## src/rtl/lfd_pkg.sv

```systemverilog
package lfd_pkg;
	// clock
	localparam int CLK_PERIOD_NS = 5;
	// fixed fault timing, not reachable by software
	localparam int DEGLITCH_NS = 10000;
	localparam int MASK_NS = 120000;
	localparam int HICCUP_NS = 1000000;
	// least times round up, the hiccup period rounds down
	localparam int DEGLITCH_CYC = (DEGLITCH_NS + CLK_PERIOD_NS - 1) / CLK_PERIOD_NS;
	localparam int MASK_CYC = (MASK_NS + CLK_PERIOD_NS - 1) / CLK_PERIOD_NS;
	localparam int HICCUP_CYC = HICCUP_NS / CLK_PERIOD_NS;
	localparam int REG_SW_CYC = 256;
	localparam int TMR_W = 18;

	// wishbone register map, byte addresses
	localparam logic [3:0] CTRL_ADR = 4'h0;
	localparam logic [3:0] STATUS_ADR = 4'h4;
	localparam logic [31:0] CTRL_RST = 32'h0000_0001;
	localparam int CTRL_EN_BIT = 0;
	localparam int ST_FLAG_BIT = 0;
	localparam int ST_OPEN_BIT = 1;
	localparam int ST_SHORT_BIT = 2;
	localparam int ST_HICCUP_BIT = 3;
	localparam int ST_MASK_BIT = 4;
	localparam int ST_REG_BIT = 5;
	localparam int ST_PWM_BIT = 6;

	// synchronised pin positions
	localparam int PIN_PWM = 0;
	localparam int PIN_VIN_OK = 1;
	localparam int PIN_ANALOG_DIM_LEVEL_OK = 2;
	localparam int PIN_OPEN = 3;
	localparam int PIN_VOUT_LOW = 4;
	localparam int PIN_DUTY_MIN = 5;
	localparam int PIN_SW_TICK = 6;
	localparam int PIN_N = 7;

	typedef enum logic [1:0] {
		LFD_RUN = 2'b00,
		LFD_HICCUP = 2'b01,
		LFD_RETRY = 2'b10
	} lfd_state_t;
endpackage : lfd_pkg

```

## src/rtl/lfd_sync.sv

```systemverilog
module lfd_sync #(
	parameter int N = 1
) (
	input wire logic clk_i,
	input wire logic rst_i,
	input wire logic [N-1:0] async_i,
	output logic [N-1:0] sync_o
);
	logic [N-1:0] meta_q;
	logic [N-1:0] sync_q;

	genvar g;
	generate
		for (g = 0; g < N; g++)
		begin : g_bit
			always_ff @(posedge clk_i)
			begin
				if (rst_i)
				begin
					meta_q[g] <= 1'b0;
					sync_q[g] <= 1'b0;
				end
				else
				begin
					meta_q[g] <= async_i[g];
					sync_q[g] <= meta_q[g];
				end
			end
		end
	endgenerate

	assign sync_o = sync_q;
endmodule : lfd_sync

```

## src/rtl/lfd_timer.sv

```systemverilog
module lfd_timer #(
	parameter int W = 18
) (
	input wire logic clk_i,
	input wire logic rst_i,
	input wire logic clr_i,
	input wire logic en_i,
	input wire logic [W-1:0] limit_i,
	output logic done_o
);
	logic [W-1:0] cnt_q;
	logic [W-1:0] cnt_d;
	logic at_limit;

	// saturating count, so done stays up until the next clear
	assign at_limit = (cnt_q == limit_i);
	assign cnt_d = clr_i ? '0 : ((en_i && !at_limit) ? cnt_q + 1'b1 : cnt_q);
	assign done_o = at_limit && !clr_i;

	always_ff @(posedge clk_i)
	begin
		if (rst_i)
			cnt_q <= '0;
		else
			cnt_q <= cnt_d;
	end
endmodule : lfd_timer

```

## src/rtl/lfd_top.sv

```systemverilog
module lfd_top #(
	parameter int MASK_CYCLES = lfd_pkg::MASK_CYC,
	parameter int HICCUP_CYCLES = lfd_pkg::HICCUP_CYC
) (
	input wire logic clk_i,
	input wire logic rst_i,
	input wire logic [3:0] wb_adr_i,
	input wire logic [31:0] wb_dat_i,
	input wire logic [3:0] wb_sel_i,
	input wire logic wb_we_i,
	input wire logic wb_cyc_i,
	input wire logic wb_stb_i,
	output logic [31:0] wb_dat_o,
	output logic wb_ack_o,
	input wire logic pwm_i,
	input wire logic input_voltage_mask_threshold_i,
	input wire logic analog_dim_level_i,
	input wire logic open_cond_i,
	input wire logic vout_low_i,
	input wire logic duty_below_min_i,
	input wire logic sw_tick_i,
	output logic fault_flag_low_o,
	output logic switching_o,
	output logic min_on_time_o,
	output logic extend_off_time_o,
	output logic regulated_o,
	output logic hiccup_o
);
	import lfd_pkg::*;

	localparam logic [TMR_W-1:0] DG_LIM = TMR_W'(DEGLITCH_CYC);
	localparam logic [TMR_W-1:0] MASK_LIM = TMR_W'(MASK_CYCLES);
	localparam logic [TMR_W-1:0] HIC_LIM = TMR_W'(HICCUP_CYCLES);
	localparam logic [TMR_W-1:0] REG_LIM = TMR_W'(REG_SW_CYC);

	logic [PIN_N-1:0] pins_s;
	logic pwm_s;
	logic vin_ok_s;
	logic analog_dim_level_ok_s;
	logic open_s;
	logic vout_low_s;
	logic duty_min_s;
	logic sw_s;
	logic pwm_d1_q;
	logic sw_d1_q;
	logic pwm_rise;
	logic sw_tick;

	// comparator inputs pass two flops first
	lfd_sync #(
		.N(PIN_N)
	) u_sync (
		.clk_i(clk_i),
		.rst_i(rst_i),
		.async_i({sw_tick_i, duty_below_min_i, vout_low_i, open_cond_i,
			analog_dim_level_i, input_voltage_mask_threshold_i, pwm_i}),
		.sync_o(pins_s)
	);

	assign pwm_s = pins_s[PIN_PWM];
	assign vin_ok_s = pins_s[PIN_VIN_OK];
	assign analog_dim_level_ok_s = pins_s[PIN_ANALOG_DIM_LEVEL_OK];
	assign open_s = pins_s[PIN_OPEN];
	assign vout_low_s = pins_s[PIN_VOUT_LOW];
	assign duty_min_s = pins_s[PIN_DUTY_MIN];
	assign sw_s = pins_s[PIN_SW_TICK];

	always_ff @(posedge clk_i)
	begin
		if (rst_i)
		begin
			pwm_d1_q <= 1'b0;
			sw_d1_q <= 1'b0;
		end
		else
		begin
			pwm_d1_q <= pwm_s;
			sw_d1_q <= sw_s;
		end
	end

	assign pwm_rise = pwm_s && !pwm_d1_q;
	assign sw_tick = sw_s && !sw_d1_q;

	// control register
	logic [31:0] ctrl_q;
	logic [31:0] ctrl_d;
	logic enable;
	logic wb_req;
	logic wb_wr;
	logic ctrl_hit;
	logic status_hit;
	logic [31:0] status_w;
	logic [31:0] rd_data;
	logic [31:0] sel_mask;

	assign enable = ctrl_q[CTRL_EN_BIT];
	assign wb_req = wb_cyc_i && wb_stb_i && !wb_ack_o;
	assign wb_wr = wb_req && wb_we_i;
	assign ctrl_hit = (wb_adr_i == CTRL_ADR);
	assign status_hit = (wb_adr_i == STATUS_ADR);
	assign sel_mask = {{8{wb_sel_i[3]}}, {8{wb_sel_i[2]}}, {8{wb_sel_i[1]}}, {8{wb_sel_i[0]}}};
	assign ctrl_d = (wb_wr && ctrl_hit) ? ((ctrl_q & ~sel_mask) | (wb_dat_i & sel_mask)) : ctrl_q;

	// fault qualification
	logic mask_done;
	logic mask_act;
	logic detect;
	logic open_unmasked;
	logic open_raw;
	logic short_raw;
	logic open_conf;
	logic short_conf;
	logic open_flag_q;
	logic open_flag_d;
	logic short_flag_q;
	logic short_flag_d;
	logic flag_low_q;

	lfd_timer #(
		.W(TMR_W)
	) u_mask (
		.clk_i(clk_i),
		.rst_i(rst_i),
		.clr_i(pwm_rise),
		.en_i(1'b1),
		.limit_i(MASK_LIM),
		.done_o(mask_done)
	);

	// fixed intervals come from constants only
	assign mask_act = pwm_s && !mask_done;
	assign detect = pwm_s && !pwm_rise && mask_done && enable;
	assign open_unmasked = vin_ok_s && analog_dim_level_ok_s;
	assign open_raw = detect && open_unmasked && open_s;
	assign short_raw = detect && analog_dim_level_ok_s && vout_low_s;

	// fault must stand through the whole deglitch interval
	lfd_timer #(
		.W(TMR_W)
	) u_dg_open (
		.clk_i(clk_i),
		.rst_i(rst_i),
		.clr_i(!open_raw),
		.en_i(open_raw),
		.limit_i(DG_LIM),
		.done_o(open_conf)
	);

	lfd_timer #(
		.W(TMR_W)
	) u_dg_short (
		.clk_i(clk_i),
		.rst_i(rst_i),
		.clr_i(!short_raw),
		.en_i(short_raw),
		.limit_i(DG_LIM),
		.done_o(short_conf)
	);

	// hiccup sequencer, open fault only
	lfd_state_t state_q;
	lfd_state_t state_d;
	logic hic_done;
	logic hic_end_clear;
	logic in_hiccup;

	assign in_hiccup = (state_q == LFD_HICCUP);

	lfd_timer #(
		.W(TMR_W)
	) u_hiccup (
		.clk_i(clk_i),
		.rst_i(rst_i),
		.clr_i(!in_hiccup),
		.en_i(1'b1),
		.limit_i(HIC_LIM),
		.done_o(hic_done)
	);

	// release only when the period ends with PWM high
	assign hic_end_clear = in_hiccup && hic_done && !open_s && pwm_s;

	always_comb
	begin
		state_d = state_q;
		case (state_q)
			LFD_RUN:
				if (open_conf)
					state_d = LFD_HICCUP;
			LFD_HICCUP:
				if (hic_done)
					state_d = LFD_RETRY;
			LFD_RETRY:
				state_d = LFD_RUN;
			default:
				state_d = LFD_RUN;
		endcase
	end

	// open flag: set wins over any clear in the same cycle
	always_comb
	begin
		open_flag_d = open_flag_q;
		if (open_conf)
			open_flag_d = 1'b1;
		else if (hic_end_clear)
			open_flag_d = 1'b0;
		else if (detect && !in_hiccup && !open_s)
			open_flag_d = 1'b0;
	end

	// short flag never touches the hiccup sequencer
	always_comb
	begin
		short_flag_d = short_flag_q;
		if (short_conf)
			short_flag_d = 1'b1;
		else if (detect && !vout_low_s)
			short_flag_d = 1'b0;
	end

	// regulation ramp timer in switching cycles
	logic reg_done;
	logic reg_start;

	assign reg_start = pwm_rise || (state_q == LFD_RETRY);

	lfd_timer #(
		.W(TMR_W)
	) u_reg (
		.clk_i(clk_i),
		.rst_i(rst_i),
		.clr_i(reg_start),
		.en_i(sw_tick),
		.limit_i(REG_LIM),
		.done_o(reg_done)
	);

	logic switching;

	assign switching = enable && pwm_s && !in_hiccup;

	always_ff @(posedge clk_i)
	begin
		if (rst_i)
		begin
			state_q <= LFD_RUN;
			open_flag_q <= 1'b0;
			short_flag_q <= 1'b0;
		end
		else
		begin
			state_q <= state_d;
			open_flag_q <= open_flag_d;
			short_flag_q <= short_flag_d;
		end
	end

	// flag output only moves while PWM is high, so the fall latches it
	always_ff @(posedge clk_i)
	begin
		if (rst_i)
			flag_low_q <= 1'b1;
		else if (pwm_s)
			flag_low_q <= !(open_flag_d || short_flag_d);
	end

	// modulator hints; short keeps switching at minimum on-time
	always_ff @(posedge clk_i)
	begin
		if (rst_i)
		begin
			switching_o <= 1'b0;
			min_on_time_o <= 1'b0;
			extend_off_time_o <= 1'b0;
			regulated_o <= 1'b0;
			hiccup_o <= 1'b0;
		end
		else
		begin
			switching_o <= switching;
			min_on_time_o <= switching && vout_low_s;
			extend_off_time_o <= switching && duty_min_s;
			regulated_o <= switching && reg_done;
			hiccup_o <= in_hiccup;
		end
	end

	assign fault_flag_low_o = flag_low_q;

	// status word, reserved bits read zero
	assign status_w = {25'h000_0000, pwm_s, reg_done, mask_act, in_hiccup,
		short_flag_q, open_flag_q, !flag_low_q};
	assign rd_data = ctrl_hit ? ctrl_q : (status_hit ? status_w : 32'h0000_0000);

	// every access is acked one cycle later; unmapped reads give zero
	always_ff @(posedge clk_i)
	begin
		if (rst_i)
		begin
			ctrl_q <= CTRL_RST;
			wb_ack_o <= 1'b0;
			wb_dat_o <= 32'h0000_0000;
		end
		else
		begin
			ctrl_q <= ctrl_d;
			wb_ack_o <= wb_req;
			wb_dat_o <= wb_req ? rd_data : 32'h0000_0000;
		end
	end
endmodule : lfd_top

```

## config.mk

```make
export PLATFORM = sky130hd
export DESIGN_NAME = lfd_top
export DESIGN_NICKNAME = d
export VERILOG_FILES = /design/src/rtl/lfd_pkg.sv /design/src/rtl/lfd_sync.sv /design/src/rtl/lfd_timer.sv /design/src/rtl/lfd_top.sv
export SDC_FILE = /design/constraint.sdc
export NUM_CORES = 1
export LEC_CHECK = 0
export BUFFER_PORTS_ARGS = -buffer_cell sky130_fd_sc_hd__buf_2
export CAP_MARGIN = 20
export CORE_MARGIN = 2
export CORE_UTILIZATION = 38
export DETAILED_ROUTE_END_ITERATION = 7
export PLACE_DENSITY = 0.6
export SYNTH_ARGS = -nofsm -noshare
export SYNTH_HDL_FRONTEND = slang
export SYNTH_HIERARCHICAL = 1
export SYNTH_SLANG_ARGS = --single-unit
export TNS_END_PERCENT = 1
```

## constraint.sdc

```tcl
create_clock -name clk_i -period 3.5 [get_ports clk_i]
set_clock_uncertainty 0.15 [all_clocks]
set_input_delay 0.35 -clock clk_i [delete_from_list [all_inputs] [get_ports clk_i]]
set_output_delay 0.35 -clock clk_i [all_outputs]
set_load 0.02 [all_outputs]
```

## After elaboration in Yosys (flattened, before gate mapping)

Cells that the tools add are included.

- Bitwise gates (word level): 8
- Reductions and logical operators: 59
- Add/sub/neg operators: 5
- Muxes and demuxes: 10
- Equality and inequality tests: 10

Operator list:

| cell | number |
|---|---|
| $add A18 B1 Y18 const B | 5 |
| $and A32 B32 Y32 | 2 |
| $eq A18 B11 Y1 const B | 2 |
| $logic_and A1 B1 Y1 | 34 |
| $mux W32 | 1 |
| $not A32 Y32 | 1 |
| $or A32 B32 Y32 | 1 |
| $eq A18 B15 Y1 const B | 1 |
| $eq A18 B18 Y1 const B | 1 |
| $eq A18 B9 Y1 const B | 1 |
| $logic_not A1 Y1 | 14 |
| $reduce_or A2 Y1 | 6 |
| $mux W7 | 1 |
| $mux W1 | 5 |
| $eq A4 B3 Y1 const B | 1 |
| $logic_not A4 Y1 | 1 |
| $mux W2 | 2 |
| $ne A2 B2 Y1 const B | 2 |
| $not A1 Y1 | 4 |
| $pmux W2 S2 | 1 |
| $eq A2 B1 Y1 const B | 1 |
| $eq A2 B2 Y1 const B | 1 |
| $logic_not A2 Y1 | 1 |
| $logic_or A1 B1 Y1 | 2 |
| $reduce_and A2 Y1 | 1 |

- Word-level logic and storage cells: 125
- Output and inout bits: 39
- Bits of input ports: 52
- Flip-flop bits (word level): 181

## Depth between registers and ports, before layout

- Depth in word-level cells: 13
- Depth in mapped cells: 15
- Mapped depth without buffers: 12

## Hierarchy

The synthesis kept the hierarchy.

By module, submodules not included:

| module | instances | cells an instance | sequential area each (um^2) | area an instance (um^2) |
|---|---|---|---|---|
| lfd_timer | 5 | 150 | 360.3 | 1,280.0 |
| lfd_top | 1 | 235 | 1,541.5 | 2,591.2 |
| lfd_sync | 1 | 29 | 280.3 | 407.9 |

## Least setup slack after synthesis

No wires, ideal clock.

- Kind: reg-to-reg
- Start: register u_mask.cnt_q[3]
- End: register u_dg_open.cnt_q[17]
- Required time: 3.278 ns
- Cell stages (with the launch flop): 14
- Setup time: 0.072 ns
- Buffers on the path: 2
- Data arrival time: 2.731 ns
- Path slack: 0.548 ns
- Period minus slack after synthesis: 2.952 ns
- Cells stage by stage: dfxtp_1 -> buf_6 -> xnor2_1 -> nand4_1 -> nor3_4 -> buf_6 -> nand2_1 -> nor2_1 -> and4_1 -> nand4_1 -> inv_1 -> nand2_1 -> a2111oi_2 -> mux2i_1

- Cells in the longest elaborated chain, start to end: 8
- Elaborated cells on any way between the ends: 9
- Those cells by class: 1 x eq/ne; 1 x bitwise; 7 x reduce/logical

Ends and longest elaborated chain:

| item | RTL line | text |
|---|---|---|
| start: declaration | lfd_timer.sv:11 | `logic [W-1:0] cnt_q;` |
| start signal: assignment | lfd_timer.sv:25 | `cnt_q <= cnt_d;` |
| $eq A18 B15 Y1 * | lfd_timer.sv:16 | `assign at_limit = (cnt_q == limit_i);` |
| $logic_and A1 B1 Y1 * | lfd_timer.sv:18 | `assign done_o = at_limit && !clr_i;` |
| named net mask_done | lfd_top.sv:106 | `logic mask_done;` |
| $logic_and A1 B1 Y1 * (2 in a row) | lfd_top.sv:133 | `assign detect = pwm_s && !pwm_rise && mask_done && enable;` |
| $logic_and A1 B1 Y1 * (2 in a row) | lfd_top.sv:135 | `assign open_raw = detect && open_unmasked && open_s;` |
| named net open_raw | lfd_top.sv:110 | `logic open_raw;` |
| $not A1 Y1 (no line) | n/a |  |
| $reduce_or A2 Y1 (no line) | n/a |  |
| end signal: assignment | lfd_timer.sv:25 |  |
| end: declaration | lfd_timer.sv:11 |  |

Mark *: on every way through the listed nets, which the timed path passes. The rest lies on a longest branch.
A chain may end at the register's enable or synchronous reset.

## Final worst setup path

- Start: register u_mask.cnt_q[1]
- End: register u_dg_short.cnt_q[17]

- Cells in the longest elaborated chain, start to end: 8
- Elaborated cells on any way between the ends: 9
- Those cells by class: 1 x eq/ne; 1 x bitwise; 7 x reduce/logical

Ends and longest elaborated chain:

| item | RTL line | text |
|---|---|---|
| $eq A18 B15 Y1 * | lfd_timer.sv:16 |  |
| $logic_and A1 B1 Y1 * | lfd_timer.sv:18 |  |
| named net mask_done | lfd_top.sv:106 |  |
| $logic_and A1 B1 Y1 * (2 in a row) | lfd_top.sv:133 |  |
| $logic_and A1 B1 Y1 * (2 in a row) | lfd_top.sv:136 | `assign short_raw = detect && analog_dim_level_ok_s && vout_low_s;` |
| named net short_raw | lfd_top.sv:111 | `logic short_raw;` |
| $not A1 Y1 (no line) | n/a |  |
| $reduce_or A2 Y1 (no line) | n/a |  |
| end signal: assignment | lfd_timer.sv:25 |  |
| end: declaration | lfd_timer.sv:11 |  |

Marked as above.

==> impl_metrics.ini <==
[logic_synthesis]
netlist_area_sq_mm = 0.009399
ys_types = 49
synth_cells = 1014
ys_seq_area_frac = 0.3855
ys.warnings.count = 6
syn_avg_cell_area_sq_um = 9.269
ys_seq_elements = 181

[floorplanning]
core_area_sq_mm = 0.02432
rows = 57
dieArea_sq_mm = 0.02601
initial_core_util = 0.3865
die_w_um = 161.3
die_h_um = 161.3
ioPinCount = 91

[critical_path]
required_ns = 3.70
r2r_start = u_mask/cnt_q[1]$_SDFFE_PP0P_
crit_fanout = 8
startpoint_type = flip-flop
slowest_delay_ns = 0.44
r2r_end = u_dg_short/cnt_q[17]$_SDFFE_PP0P_
path_cells = xnor2_1, nand4_1, nor3_4, nand2_1, nor2_1, and4_1, nand3_1, inv_1, nand2_1, a2111oi_2, mux2i_1
reg2regPathDepth = 11
cp_slowest_cell = a2111oi_2
path_class = reg -> reg
r2r_slack_ns = 0.56
path_common_cell = nand2_1
cp_data_arrival_time_ns = 3.15
end_kind = flip-flop

[placed_design]
routabilityCongestion = 0.8067
place_area_sq_mm = 0.01047
dp_hpwl_mm = 14.92
port_buffers = 90

[global_routing]
antenna_found_initial = 0
grt.total_usage = 0.1661
grt_pass1_wl_mm = 35.62
grt_pass1_vias = 7011
grt_overflow = 0
grt_max_degree = 54

[hold_path]
min_path_type = in -> reg
hp-start = wb_dat_i[3]
whs_path_depth = 3

[clock_network]
cts.clk_slew.worst_paths_ns = 0.07
cts_sinks = 181
cts_buffers = 17
root_buffer = clkbuf_16
cts_buffer_depth = 2
tritoncts = built
htree_levels = 4
cts_hold_buffers = 17
clk_latency_ns = 0.43
cts-resized-gates = 0
cts_setup_buffers = 0

[drt]
drt_iter0_drc = 446
drc = 0
final_antenna_net_count = 0
vias_per_cell = 4.795
dr_total_vias = 7461
first_pass_iters = 7
drt_wl_total_mm = 21.35
wl_per_cell_um = 13.72

[timing]
period_share = 0.8411
setup_viol = 0
finalSetupTns_ns = 0
min_period_ns = 2.944
hold_viol = 0
slew_headroom = 0.2982
maxSlewViolCount = 0
worstMarginPinSlew_ns = 1.049
fmax_ghz = 0.3397
rsz0062_at_grt = no
holdWs_ns = 0.01516

[layout]
final_nets = 1277
drive_gt1_frac = 0.1696
final_area_sq_mm = 0.01124
fill_cells = 2329
syn2layout_area_growth_pct = 19.62
antenna_cells = 0

[power]
peakVddDrop_mv = 0.3178
p_leak_nw = 4.451
p_total_mw = 4.190
power.density_mw_per_mm2 = 372.7

[run_status]
outcome = finished, final reports clean

[flow_run]
drv_cap = 0
worst max-delay path, delay by kind of cell (launching register included):
family	cells	cell delay, ns
xor+xnor	1	0.21
compound gates	1	0.44
simple gates	7	1.30
buf+inv	1	0.20
flops	1	0.35
mux	1	0.22
cell type report:
cell class              count  area [sq um]  area share
well taps                 324         405.4     0.03606
repair buffers            128         785.8     0.06989
multi-input cells         876          5788      0.5148
clock buffers              21         480.5     0.04273
clock inverters            10         100.1    0.008903
flip-flops and latches    181          3623      0.3223
inverters                  16         60.06    0.005342
logic make-up (layout without fill, tap and decap cells):
| group | count (synthesis) | after routing | share of synthesized area |
|---|---|---|---|
| and+or+nand+nor | 453 | 453 | 0.2814 |
| DFF | 181 | 181 | 0.3855 |
| muxes | 122 | 122 | 0.1299 |
| AOI/OAI and AO/OA | 100 | 100 | 0.07162 |
| xor gates and xnor gates | 90 | 90 | 0.08387 |
| buffers and inverters | 61 | 175 | 0.04020 |
| adders and majority gates | 5 | 5 | 0.006656 |
| other | 2 | 106 | 0.0007990 |
Yosys cell counts, drive strengths merged:
cell         instances  area (sq um)
nand2              154         590.6
a22o                 4         40.04
xor2                10         87.58
nand4               46         362.9
nor2b               14         112.6
o2bb2ai              1         8.760
clkbuf              20         75.07
and4b                1         10.01
dfxtp              181          3623
buf                 20         198.9
and2                29         190.2
and3                11         68.82
a21boi               5         37.54
a21oi               48         240.2
and4                 6         58.81
o31ai                1         7.510
or3                 75         475.5
ha                   5         62.56
inv                 16         60.06
a2111oi              5         75.07
and2b                3         22.52
a21o                 1         8.760
conb                 2         7.510
nand3               31         175.2
nor2                53         198.9
o21ai                4         23.77
nand3b               1         7.510
nor4                 7         133.9
mux2i              122          1221
nor3b                1         18.77
xnor2               80         700.7
dlygate4sd1          5         43.79
o22ai                1         6.260
nor3                20         212.7
nand2b               1         6.260
a211oi              30         225.2
how the worst max path moves through the flow:
stage	from	endpoint	slack (ns)
floorplan	u_mask/cnt_q[3]$_SDFFE_PP0P_	u_dg_open/cnt_q[17]$_SDFFE_PP0P_	0.55
global placement	u_mask/cnt_q[3]$_SDFFE_PP0P_	u_dg_short/cnt_q[17]$_SDFFE_PP0P_	0.57
detailed placement	u_mask/cnt_q[3]$_SDFFE_PP0P_	u_dg_short/cnt_q[17]$_SDFFE_PP0P_	0.56
CTS	u_mask/cnt_q[3]$_SDFFE_PP0P_	u_dg_short/cnt_q[17]$_SDFFE_PP0P_	0.52
global route	u_mask/cnt_q[1]$_SDFFE_PP0P_	u_dg_short/cnt_q[17]$_SDFFE_PP0P_	0.28
finish	u_mask/cnt_q[1]$_SDFFE_PP0P_	u_dg_short/cnt_q[17]$_SDFFE_PP0P_	0.56
per-layer routing:
metal / track usage / wire [um] / vias to the layer above
met5: 0 / 0 / -
met4: 0.03856 / 168 / 0
met3: 0.03159 / 592 / 14
met2: 0.2723 / 10120 / 98
met1: 0.2269 / 10470 / 3482
li1: - / - / 3867
report_power, final:
| part | internal [mW] | switching (mW) |
|---|---|---|
| sequential | 2.07 | 0.00947 |
| clock | 1.06 | 0.819 |
| combinational | 0.107 | 0.126 |
| total | 3.24 | 0.955 |
stage by stage:
step	instances	util	setup WS, ns
finish	1556	0.4623	0.5561
global route	1556	0.4623	0.2796
CTS	1554	0.4615	0.5226
detailed placement	1506	0.4306	0.5647
global placement	1506	0.4306	0.5745
floorplan	1118	-	0.5475
cells in the final DEF (no fill, tap or decap), types with 11 or more instances in the layout:
cell type	count
dfxtp_1	181
nand2_1	149
mux2i_1	122
conb_1	106
buf_2	89
xnor2_1	80
or3_1	70
nor2_1	53
a21oi_1	48
nand4_1	41
a211oi_1	30
nand3_1	27
and2_1	21
buf_4	20
dlygate4sd3_1	19
clkbuf_16	17
inv_1	16
and3_1	11
Note: power is estimated with default switching activity, not from simulation.
